$ cat src/core/ucrd_pkg.sv
// Constants and carrier types for the channel register decode block
package ucrd_pkg;
    localparam logic [2:0] ADDR_HOLD   = 3'h0;
    localparam logic [2:0] ADDR_IE     = 3'h1;
    localparam logic [2:0] ADDR_ISFC   = 3'h2;
    localparam logic [2:0] ADDR_LC     = 3'h3;
    localparam logic [2:0] ADDR_MC     = 3'h4;
    localparam logic [2:0] ADDR_LS     = 3'h5;
    localparam logic [2:0] ADDR_MS     = 3'h6;
    localparam logic [2:0] ADDR_SP     = 3'h7;
    localparam logic [7:0] ENH_KEY     = 8'hBF;
    localparam int         LC_DIV_BIT  = 7;
    localparam int         FCT_SWAP    = 6;
    localparam int         EF_ENH_BIT  = 4;
    localparam logic [7:0] RST_ZERO    = 8'h00;
    localparam logic [7:0] IE_ENH_MASK = 8'hF0;
    localparam logic [7:0] IS_ENH_MASK = 8'h30;
    localparam logic [7:0] FC_ENH_MASK = 8'h30;
    localparam logic [7:0] MC_ENH_MASK = 8'hE0;

    typedef enum logic [2:0] {
        UCRD_NONE = 3'h0, UCRD_HOLD = 3'h1, UCRD_DIVL = 3'h2, UCRD_DIVH = 3'h3,
        UCRD_IE   = 3'h4, UCRD_ISFC = 3'h5, UCRD_TRG  = 3'h6, UCRD_OTHER = 3'h7
    } ucrd_sel_t;

    // Host access of one cycle
    typedef struct packed {
        logic       rd;
        logic       wr;
        logic [2:0] addr;
        logic [7:0] wdata;
    } ucrd_acc_t;

    // Status presented by the channel datapath
    typedef struct packed {
        logic [7:0] rx_holding;
        logic [7:0] interrupt_status;
        logic [7:0] line_status;
        logic [7:0] modem_status;
        logic [7:0] fifo_level_count;
        logic [7:0] fifo_level_alt;
    } ucrd_stat_t;

    // Configuration driven toward the channel datapath
    typedef struct packed {
        logic [7:0] divisor_low;
        logic [7:0] divisor_high;
        logic [7:0] interrupt_enable;
        logic [7:0] fifo_control;
        logic [7:0] line_control;
        logic [7:0] modem_control;
        logic [7:0] scratchpad;
        logic [7:0] enhanced_mode_select;
        logic [7:0] fifo_trigger_level;
        logic [7:0] feature_control;
        logic [7:0] enhanced_function;
        logic [7:0] xon_char_1;
        logic [7:0] xon_char_2;
        logic [7:0] xoff_char_1;
        logic [7:0] xoff_char_2;
    } ucrd_cfg_t;
endpackage

$ cat src/core/ucrd_decode.sv
// Register decode for both channels of the dual serial port
`timescale 1ns/1ns
`default_nettype none

// Operation
// - Each channel owns a register set, chosen by its chip select and three address lines.
// - Divisor bit clear: address 0 reads receive holding, writes go to transmit holding.
// - Divisor bit set, not key: addresses 0 and 1 access divisor low and high.
// - Divisor zero, divisor bit set, not key: reads 0,1 give revision and id codes.
// - Divisor bit clear: address 1 accesses interrupt enable.
// - Not key: address 2 reads interrupt status, writes FIFO control.
// - Address 3 always accesses line control.
// - Not key: address 4 accesses modem control.
// - Not key: address 5 reads line status, address 6 modem status, both read-only.
// - Not key, feature bit 6 clear: address 7 is scratchpad.
// - Not key, feature bit 6 set: address 7 reads FIFO level, writes mode select.
// - Key: address 0 writes trigger level, reads FIFO level count.
// - Key: address 1 accesses feature control, address 2 enhanced function.
// - Key: addresses 4 to 7 access Xon1, Xon2, Xoff1, Xoff2.
// - Enhanced bits take writes and read back only while enhanced-function bit 4 is one.
module ucrd_decode #(
    parameter int         NUM_CH        = 2,
    parameter logic [7:0] REVISION_CODE = 8'h01,  // Arbitrary value
    parameter logic [7:0] DEVICE_ID     = 8'h5A   // Arbitrary value
) (
    input  wire logic                  sys_clk,
    input  wire logic                  reset,
    input  wire logic                  channel_a_select_n,
    input  wire logic                  channel_b_select_n,
    input  wire ucrd_pkg::ucrd_acc_t   acc,
    input  wire ucrd_pkg::ucrd_stat_t  stat_a,
    input  wire ucrd_pkg::ucrd_stat_t  stat_b,
    output logic [7:0]                 rdata,
    output logic                       rdata_valid,
    output ucrd_pkg::ucrd_cfg_t        cfg_a,
    output ucrd_pkg::ucrd_cfg_t        cfg_b,
    output logic [1:0]                 tx_holding_wr,
    output logic [7:0]                 tx_holding,
    output logic [1:0]                 rx_holding_rd,
    output logic [1:0]                 line_status_rd,
    output logic [1:0]                 modem_status_rd,
    output logic [1:0]                 interrupt_status_rd
);

    initial begin
        if (NUM_CH != 2) begin
            $error("ucrd_decode serves exactly two channels");
        end
    end

    ////////////////////////////////////////////////////////////////////////////
    // Bank selection

    // Which physical register an address reaches under the current bank state
    function automatic ucrd_pkg::ucrd_sel_t sel_of(input logic [2:0] a, input ucrd_pkg::ucrd_cfg_t c);
        logic key;
        key = (c.line_control == ucrd_pkg::ENH_KEY);
        sel_of = ucrd_pkg::UCRD_OTHER;
        if (a == ucrd_pkg::ADDR_HOLD) begin
            if (key) sel_of = ucrd_pkg::UCRD_TRG;
            else if (c.line_control[ucrd_pkg::LC_DIV_BIT]) sel_of = ucrd_pkg::UCRD_DIVL;
            else sel_of = ucrd_pkg::UCRD_HOLD;
        end else if (a == ucrd_pkg::ADDR_IE) begin
            if (key) sel_of = ucrd_pkg::UCRD_OTHER;
            else if (c.line_control[ucrd_pkg::LC_DIV_BIT]) sel_of = ucrd_pkg::UCRD_DIVH;
            else sel_of = ucrd_pkg::UCRD_IE;
        end else if (a == ucrd_pkg::ADDR_ISFC && !key) begin
            sel_of = ucrd_pkg::UCRD_ISFC;
        end
    endfunction

    logic [1:0]          sel;
    ucrd_pkg::ucrd_cfg_t cfg [2];
    logic                any_rd;
    logic [7:0]          next_rdata;
    logic [1:0]          is_rd_hold;
    logic [1:0]          is_rd_ls;
    logic [1:0]          is_rd_ms;
    logic [1:0]          is_rd_is;
    logic [1:0]          is_wr_hold;

    assign sel    = {~channel_b_select_n, ~channel_a_select_n};
    assign any_rd = acc.rd && (sel != 2'b00);
    assign cfg_a  = cfg[0];
    assign cfg_b  = cfg[1];

    ////////////////////////////////////////////////////////////////////////////
    // Register sets, one per channel

    for (genvar ch = 0; ch < 2; ch++) begin : g_ch
        ucrd_pkg::ucrd_sel_t s;
        logic                key;
        logic                swap;
        logic                we;
        logic                enh;
        assign s    = sel_of(acc.addr, cfg[ch]);
        assign key  = (cfg[ch].line_control == ucrd_pkg::ENH_KEY);
        assign swap = cfg[ch].feature_control[ucrd_pkg::FCT_SWAP];
        assign we   = acc.wr && sel[ch];
        assign enh  = cfg[ch].enhanced_function[ucrd_pkg::EF_ENH_BIT];

        always_ff @(posedge sys_clk or posedge reset) begin
            if (reset) begin
                cfg[ch] <= '0;
            end else if (we) begin
                unique case (s)
                    ucrd_pkg::UCRD_DIVL: cfg[ch].divisor_low <= acc.wdata;
                    ucrd_pkg::UCRD_DIVH: cfg[ch].divisor_high <= acc.wdata;
                    ucrd_pkg::UCRD_IE: begin
                        cfg[ch].interrupt_enable <= enh ? acc.wdata
                                                        : (acc.wdata & ~ucrd_pkg::IE_ENH_MASK);
                    end
                    ucrd_pkg::UCRD_ISFC: begin
                        cfg[ch].fifo_control <= enh ? acc.wdata
                                                    : (acc.wdata & ~ucrd_pkg::FC_ENH_MASK);
                    end
                    ucrd_pkg::UCRD_TRG: cfg[ch].fifo_trigger_level <= acc.wdata;
                    ucrd_pkg::UCRD_HOLD: ;
                    ucrd_pkg::UCRD_NONE: ;
                    ucrd_pkg::UCRD_OTHER: begin
                        unique case (acc.addr)
                            ucrd_pkg::ADDR_IE: cfg[ch].feature_control <= acc.wdata;
                            ucrd_pkg::ADDR_ISFC: cfg[ch].enhanced_function <= acc.wdata;
                            ucrd_pkg::ADDR_LC: cfg[ch].line_control <= acc.wdata;
                            ucrd_pkg::ADDR_MC: begin
                                if (key) cfg[ch].xon_char_1 <= acc.wdata;
                                else cfg[ch].modem_control <= enh ? acc.wdata
                                                            : (acc.wdata & ~ucrd_pkg::MC_ENH_MASK);
                            end
                            ucrd_pkg::ADDR_LS: if (key) cfg[ch].xon_char_2 <= acc.wdata;
                            ucrd_pkg::ADDR_MS: if (key) cfg[ch].xoff_char_1 <= acc.wdata;
                            ucrd_pkg::ADDR_SP: begin
                                if (key) cfg[ch].xoff_char_2 <= acc.wdata;
                                else if (swap) cfg[ch].enhanced_mode_select <= acc.wdata;
                                else cfg[ch].scratchpad <= acc.wdata;
                            end
                            default: ;
                        endcase
                    end
                endcase
            end
        end

        assign is_rd_hold[ch] = acc.rd && sel[ch] && (s == ucrd_pkg::UCRD_HOLD);
        assign is_wr_hold[ch] = we && (s == ucrd_pkg::UCRD_HOLD);
        assign is_rd_is[ch]   = acc.rd && sel[ch] && (s == ucrd_pkg::UCRD_ISFC);
        assign is_rd_ls[ch]   = acc.rd && sel[ch] && !key && (acc.addr == ucrd_pkg::ADDR_LS);
        assign is_rd_ms[ch]   = acc.rd && sel[ch] && !key && (acc.addr == ucrd_pkg::ADDR_MS);
    end

    ////////////////////////////////////////////////////////////////////////////
    // Read path

    // Channel A wins if the host selects both at once
    always_comb begin
        ucrd_pkg::ucrd_cfg_t  c;
        ucrd_pkg::ucrd_stat_t st;
        logic                 key;
        logic                 enh;
        c          = sel[0] ? cfg[0] : cfg[1];
        st         = sel[0] ? stat_a : stat_b;
        key        = (c.line_control == ucrd_pkg::ENH_KEY);
        enh        = c.enhanced_function[ucrd_pkg::EF_ENH_BIT];
        next_rdata = ucrd_pkg::RST_ZERO;
        unique case (sel_of(acc.addr, c))
            ucrd_pkg::UCRD_HOLD: next_rdata = st.rx_holding;
            ucrd_pkg::UCRD_DIVL: begin
                next_rdata = ({c.divisor_high, c.divisor_low} == 16'h0000) ? REVISION_CODE
                                                                          : c.divisor_low;
            end
            ucrd_pkg::UCRD_DIVH: begin
                next_rdata = ({c.divisor_high, c.divisor_low} == 16'h0000) ? DEVICE_ID
                                                                          : c.divisor_high;
            end
            ucrd_pkg::UCRD_IE: begin
                next_rdata = enh ? c.interrupt_enable : (c.interrupt_enable & ~ucrd_pkg::IE_ENH_MASK);
            end
            ucrd_pkg::UCRD_ISFC: begin
                next_rdata = enh ? st.interrupt_status
                                 : (st.interrupt_status & ~ucrd_pkg::IS_ENH_MASK);
            end
            ucrd_pkg::UCRD_TRG: next_rdata = st.fifo_level_count;
            ucrd_pkg::UCRD_NONE: next_rdata = ucrd_pkg::RST_ZERO;
            ucrd_pkg::UCRD_OTHER: begin
                unique case (acc.addr)
                    ucrd_pkg::ADDR_IE: next_rdata = c.feature_control;
                    ucrd_pkg::ADDR_ISFC: next_rdata = c.enhanced_function;
                    ucrd_pkg::ADDR_LC: next_rdata = c.line_control;
                    ucrd_pkg::ADDR_MC: begin
                        next_rdata = key ? c.xon_char_1
                                   : (enh ? c.modem_control : (c.modem_control & ~ucrd_pkg::MC_ENH_MASK));
                    end
                    ucrd_pkg::ADDR_LS: next_rdata = key ? c.xon_char_2 : st.line_status;
                    ucrd_pkg::ADDR_MS: next_rdata = key ? c.xoff_char_1 : st.modem_status;
                    ucrd_pkg::ADDR_SP: begin
                        next_rdata = key ? c.xoff_char_2
                                   : (c.feature_control[ucrd_pkg::FCT_SWAP] ? st.fifo_level_alt
                                                                            : c.scratchpad);
                    end
                    default: next_rdata = ucrd_pkg::RST_ZERO;
                endcase
            end
        endcase
    end

    always_ff @(posedge sys_clk or posedge reset) begin
        if (reset) begin
            rdata       <= ucrd_pkg::RST_ZERO;
            rdata_valid <= 1'b0;
        end else begin
            rdata_valid <= any_rd;
            if (any_rd) rdata <= next_rdata;
        end
    end

    // Side-effect strobes toward the datapath; one cycle wide, registered, so they come the cycle after the access
    always_ff @(posedge sys_clk or posedge reset) begin
        if (reset) begin
            tx_holding_wr       <= 2'b00;
            tx_holding          <= ucrd_pkg::RST_ZERO;
            rx_holding_rd       <= 2'b00;
            line_status_rd      <= 2'b00;
            modem_status_rd     <= 2'b00;
            interrupt_status_rd <= 2'b00;
        end else begin
            tx_holding_wr <= is_wr_hold;
            // Data only moves on a real holding write, so stray bus traffic never shows here
            if (|is_wr_hold) tx_holding <= acc.wdata;
            rx_holding_rd       <= is_rd_hold;
            line_status_rd      <= is_rd_ls;
            modem_status_rd     <= is_rd_ms;
            interrupt_status_rd <= is_rd_is;
        end
    end

    ////////////////////////////////////////////////////////////////////////////
    // Checks

    // Channel A bank state seen by the checks
    logic a_key;
    logic a_div;
    logic a_enh;
    logic a_swap;
    assign a_key  = g_ch[0].key;
    assign a_div  = cfg[0].line_control[ucrd_pkg::LC_DIV_BIT];
    assign a_enh  = g_ch[0].enh;
    assign a_swap = g_ch[0].swap;
endmodule // ucrd_decode

`default_nettype wire

$ cat config.mk
export PLATFORM = sky130hd
export DESIGN_NAME = ucrd_decode
export DESIGN_NICKNAME = d
export VERILOG_FILES = /design/src/core/ucrd_pkg.sv /design/src/core/ucrd_decode.sv
export SDC_FILE = /design/constraint.sdc
export NUM_CORES = 1
export LEC_CHECK = 0
export BUFFER_PORTS_ARGS = -buffer_cell sky130_fd_sc_hd__buf_2
export CAP_MARGIN = 5
export CORE_MARGIN = 4
export CORE_UTILIZATION = 50
export DETAILED_ROUTE_END_ITERATION = 10
export GPL_TIMING_DRIVEN = 1
export MAX_ROUTING_LAYER = met4
export PLACE_DENSITY = 0.77
export SETUP_SLACK_MARGIN = 0.15
export SYNTH_ARGS = -nofsm -noshare
export SYNTH_HDL_FRONTEND = slang
export SYNTH_SLANG_ARGS = --single-unit
$ cat constraint.sdc
create_clock -name sys_clk -period 9.65 [get_ports sys_clk]
set_input_delay 0.4825 -clock sys_clk [delete_from_list [all_inputs] [get_ports sys_clk]]
set_output_delay 0.4825 -clock sys_clk [all_outputs]
set_load 0.1 [all_outputs]
== After elaboration in Yosys (flattened, before gate mapping) ==
Index checks and enable logic that the tools add are counted.

* Flip-flop bits (word level): 267
* Logic and storage cells: 174
* Input port bits: 113
* Output and inout port bits: 267

* Equality and inequality tests: 31
* Bitwise logic cells: 6
* Muxes and demuxes: 41
* Reductions and logical operators: 58

{| class="wikitable"
|+ Operators by type and width
! operator !! number
|-
| $mux 120 || 1
|-
| $mux 8 || 13
|-
| $pmux 8 s8 || 1
|-
| $pmux 8 s7 || 1
|-
| $eq 3x3->1 const B || 16
|-
| $mux 48 || 1
|-
| $mux 3 || 15
|-
| $reduce_and 4->1 || 10
|-
| $eq 3x2->1 const B || 8
|-
| $eq 8x8->1 const B || 3
|-
| $logic_and 1x1->1 || 20
|-
| $reduce_and 2->1 || 10
|-
| $reduce_and 5->1 || 4
|-
| $mux 6 || 3
|-
| $reduce_and 3->1 || 6
|-
| $logic_not 16->1 || 1
|-
| $eq 3x1->1 const B || 4
|-
| $mux 2 || 6
|-
| $logic_not 3->1 || 2
|-
| $not 1->1 || 6
|-
| $logic_not 1->1 || 3
|-
| $reduce_bool 2->1 || 1
|-
| $reduce_or 2->1 || 1
|}

== Logic depth before layout (Yosys ltp) ==
* Depth in word-level cells: 9
* Gate-level depth with buffers: 10
* Depth with buffers taken out: 7

== Worst setup path before layout ==
Ideal clock, no wire load.

* Path type: flip-flop to flip-flop
* From: register cfg, in the netlist cfg_a[81]
* To: register cfg, in the netlist cfg_a[11]
* Arrival: 2.599 ns
* Path buffers: 1
* Clock period less this slack: 2.727 ns
* Cell stages (with the launch flop): 7
* Data required time: 9.522 ns
* Setup time: 0.128 ns
* Setup slack: 6.923 ns
* Cells stage by stage: dfrtp_1 -> nand4_2 -> nor2_1 -> buf_4 -> nand3_4 -> nor2_8 -> mux2_1

* Longest elaborated chain between the ends: 8
* Elaborated cells between the ends (all ways): 10
* Classes of those cells: eq/ne: 2; mux: 5; reduce/logical: 3

{| class="wikitable"
|+ Ends and longest elaborated chain
! element !! RTL line !! RTL
|-
| start: declaration || ucrd_decode.sv:73 || <nowiki>ucrd_pkg::ucrd_cfg_t cfg [2];</nowiki>
|-
| $eq 8x8->1 (*) || ucrd_decode.sv:57, ucrd_decode.sv:97 ||
|-
| $logic_not 1->1 || ucrd_decode.sv:67 || <nowiki>end else if (a == ucrd_pkg::ADDR_ISFC && !key) begin</nowiki>
|-
| $logic_and 1x1->1 || ucrd_decode.sv:67 ||
|-
| $mux 2 || ucrd_decode.sv:67 ||
|-
| $mux 3 || ucrd_decode.sv:63 || <nowiki>end else if (a == ucrd_pkg::ADDR_IE) begin</nowiki>
|-
| $mux 3 || ucrd_decode.sv:59 || <nowiki>if (a == ucrd_pkg::ADDR_HOLD) begin</nowiki>
|-
| $eq 3x3->1 || ucrd_decode.sv:106 || <nowiki>unique case (s)</nowiki>
|-
| $reduce_and 4->1 (no line) (*) || -- ||
|}

Every way passes the cells marked *; elsewhere a longest branch is shown, timed or not.
A chain may end at the register's enable or synchronous reset.

== Final worst setup path ==
* From: input port channel_a_select_n
* To: register rdata[2]

* Longest elaborated chain between the ends: 9
* Elaborated cells between the ends (all ways): 36
* Classes of those cells: eq/ne: 8; mux: 21; bitwise: 1; reduce/logical: 6

{| class="wikitable"
|+ Ends and longest elaborated chain
! element !! RTL line !! RTL
|-
| start: declaration || ucrd_decode.sv:28 || <nowiki>input wire logic channel_a_select_n,</nowiki>
|-
| $mux 120 || ucrd_decode.sv:160 || <nowiki>c = sel[0] ? cfg[0] : cfg[1];</nowiki>
|-
| $eq 8x8->1 || ucrd_decode.sv:57, ucrd_decode.sv:162 ||
|-
| $logic_not 1->1 || ucrd_decode.sv:67 ||
|-
| $logic_and 1x1->1 || ucrd_decode.sv:67 ||
|-
| $mux 2 || ucrd_decode.sv:67 ||
|-
| $mux 3 || ucrd_decode.sv:63 ||
|-
| $mux 3 || ucrd_decode.sv:59 ||
|-
| $eq 3x3->1, or another cell as far along || ucrd_decode.sv:165 || <nowiki>unique case (sel_of(acc.addr, c))</nowiki>
|-
| $pmux 8 s8 || ucrd_decode.sv:165 ||
|-
| end signal: assignment || ucrd_decode.sv:208 || <nowiki>rdata <= ucrd_pkg::RST_ZERO;</nowiki>
|-
| end signal: assignment || ucrd_decode.sv:212 || <nowiki>if (any_rd) rdata <= next_rdata;</nowiki>
|-
| end: declaration || ucrd_decode.sv:33 || <nowiki>output logic [7:0] rdata,</nowiki>
|}

Several ways; a longest one is shown, not always the timed one.

==> flow_metrics.py <==
metrics = {
    "cts": {
        "cts_root_buf": "clkbuf_16",
        "cts_buffer_depth": 3,
        "htreeDepth": 1,
        "cts_resized": 0,
        "tritoncts": "yes",
        "clk_pin_slew_worst_paths_ns": 0.06,
        "clock_latency_ns": 0.55,
        "cts_buffers": 28,
        "cts.sinks": 267,
        "cts_hold_buf": 0,
        "cts_setup_buffers": 0,
    },
    "critical_path": {
        "arrival_ns": 3.88,
        "critPathMaxFanout": 50,
        "path_cells": "buf_4, buf_4, buf_4, mux2i_1, and2_1, nor2_1, o21ai_0, nor4_1, a21oi_1",
        "critPathKind": "primary input to flip-flop",
        "slowest_delay_ns": 0.67,
        "reg2reg_to": "cfg_a[53]",
        "crit_required_ns": 10.04,
        "cpMaxStageDelayCell": "buf_4",
        "r2r_slack_ns": 6.27,
        "critPathCaptureType": "flip-flop",
        "cp-start-kind": "primary input",
        "rr_worst_depth": 6,
        "reg2reg_from": "cfg_a[87]",
        "cp_common_cell": "buf_4",
    },
    "drt": {
        "drc": 0,
        "vias": 10700,
        "wl_um": 48330,
        "drtIter0Drc": 1081,
        "wl_per_cell_um": 27.73,
        "vias_per_cell": 6.138,
        "antenna_left": 0,
        "firstDrtPassIters": 5,
    },
    "global_route": {
        "busiest_layer": "met2",
        "antenna_found_initial": 0,
        "use_met1_pct": 46.75,
        "grt_use_total_pct": 33.18,
        "grt_pass1_vias": 10630,
        "grt.overflow.total": 0,
        "grtUsageMet3_pct": 5.083,
        "grt_max_degree": 119,
        "met2_usage_pct": 51.34,
        "grt_first_pass_wirelength_um": 70320,
    },
    "timing": {
        "worst_slew_pin_slew_ns": 1.015,
        "clock_skew_ns": 0.02179,
        "hold_viol": 0,
        "setup_violations": 0,
        "fmax_mhz": 286.3,
        "finalSetupTns_ns": 0,
        "period_share_pct": 36.20,
        "period_needed_ns": 3.493,
        "rsz0062_at_grt": "false",
        "maxSlewViolCount": 0,
        "slew-limit-headroom_pct": 32.30,
    },
    "final_layout": {
        "register_area_um2": 6681,
        "drive_gt1_share_pct": 41.69,
        "layout.nets": 1500,
        "diodes": 0,
        "multi_input_area_um2": 6197,
        "area_growth_pct": 22.45,
        "final_cells": 1743,
        "fillers": 2128,
    },
    "place": {
        "io_buffers": 379,
        "dp_cells": 1692,
        "gp_congestion": 0.9905,
        "hpwl_um": 35380,
    },
    "synth": {
        "yosysSeqAreaShare_pct": 50.38,
        "synth_area_um2": 13260,
        "yosys_warnings": 0,
        "ys_ff_latch": 267,
        "synthTopCellsByCount": "dfrtp_1 (267), mux2_1 (142), mux2_2 (98)",
        "syn-num-nets": 1159,
        "synthCells": 1046,
        "synth-edff-count": 0,
        "postSynthAreaPerCell_um2": 12.68,
        "synth_most_common_cell": "dfrtp_1",
        "async_flop_share_pct": 100.0,
        "synth-main-ff-cell": "dfrtp_1",
        "ys_top_cells_by_area": "dfrtp_1 (50%), mux2_1 (12%), mux2_2 (8.3%)",
        "ys_types": 77,
        "synth_top_area_share_pct": 50.38,
        "synth_top_area_cell": "dfrtp_1",
    },
    "pwr": {
        "power_density_nw_per_um2": 229.9,
        "p_sw_mw": 1.600,
        "p_seq_share_pct": 35.8,
        "internal-power_mw": 2.134,
        "p_leak_nw": 8.585,
        "ir_worst_vdd_mv": 0.1913,
        "pwr-share-clk_pct": 30.1,
        "combPwrFrac_pct": 34.1,
        "power_switching_share_pct": 42.86,
    },
    "die": {
        "die_h_um": 170.9,
        "pin_count": 380,
        "fp-row-count": 59,
        "die_w_um": 170.9,
        "core_um2": 26060,
        "initial_core_util_pct": 50.90,
        "dieArea_um2": 29190,
    },
    "flow_run": {
        "cap_violations": 0,
    },
    "outcome": {
        "status": "finished clean",
    },
    "min_path": {
        "hp-class": "primary input to async pin",
    },
}
## metal layers
metal | routed length [um] | part of all wire (%) | vias up
met2 | 22780 | 47 | 607
li1 | - | - | 4580
met3 | 4513 | 9.3 | 71
met1 | 19850 | 41 | 5440
met4 | 1187 | 2.5 | 0
met5 | 0 | 0 | -
## metrics by stage
step | power [mW] | util (%) | hold WS [ns] | cell area (um2) | worst slack, ns
final | 3.734 | 62.32 | 0.09147 | 16240 | 6.157
after global routing | 3.847 | 62.32 | 0.1680 | 16240 | 6.082
after floorplan | 2.349 | - | 0.6172 | 13260 | 1.814
after CTS | 3.745 | 62.32 | 0.1447 | 16240 | 6.289
after detailed placement | 2.622 | 58.59 | 0.4692 | 15270 | 5.727
after global placement | 2.611 | 58.59 | 0.4612 | 15270 | 5.753
## flip-flops by register name (all words and copies together) (netlist names)
name and cells:
cfg_a 120, cfg_b 120, interrupt_status_rd 2, line_status_rd 2, modem_status_rd 2, rdata 8, rdata_valid 1, rx_holding_rd 2
tx_holding 8, tx_holding_wr 2
## cells in the final DEF (no fill, tap or decap), types with 19 or more instances in the layout
cell	count
mux2i_1	89
nor2_1	27
buf_2	378
dfrtp_1	267
clkbuf_16	29
mux2_2	98
nand3_1	19
o21ai_0	25
nor3_1	19
mux2_1	142
a21oi_1	43
nand2_1	60
## logic make-up (layout without fill, tap and decap cells)
family                 count (synthesis)  in the layout  synth area share [%]
multiplexers                         341            341                 28.91
flip-flops                           267            267                 50.38
AND/OR/NAND/NOR                      199            199                 9.887
buffers and inverters                 79            441                 2.896
AO/OA/AOI/OAI                        160            160                 7.934
## worst max-delay path, delay by kind of cell
kind                   cells  cell delay (ns)
AOI/OAI and AO/OA          2             0.29
buffers and inverters      3             1.65
muxes                      1             0.29
and+or+nand+nor            3             1.07
## worst max-delay path by stage
stage                                   from       end  slack [ns]
after floorplan                        reset  cfg_a[0]        1.81
after detailed placement  channel_a_select_n  rdata[2]        5.73
after global placement    channel_a_select_n  rdata[1]        5.75
final                     channel_a_select_n  rdata[2]        6.16
after global routing      channel_a_select_n  rdata[1]        6.08
after CTS                 channel_a_select_n  rdata[2]        6.29
## power groups by stage
| stage | logic (mW) | registers, mW | clock network, mW |
|---|---|---|---|
| 2_1_floorplan | 0.260 | 2.09 | 0 |
| 3_3_place_gp | 1.26 | 1.35 | 0 |
| 3_5_place_dp | 1.27 | 1.35 | 0 |
| 4_1_cts | 1.27 | 1.33 | 1.14 |
| 5_1_grt | 1.31 | 1.35 | 1.19 |
| 6_report | 1.27 | 1.34 | 1.13 |
## final cells by class
| type | instances | area share (%) |
|---|---|---|
| Timing Repair Buffer | 385 | 11.97 |
| Clock inverter | 10 | 0.8089 |
| Inverter | 5 | 0.1618 |
| Multi-Input combinational cell | 700 | 38.16 |
| Clock buffer | 41 | 5.177 |
| Sequential cell | 267 | 41.14 |
| Tap cell | 335 | 2.581 |
No activity file was read; power rests on OpenSTA's default activity.
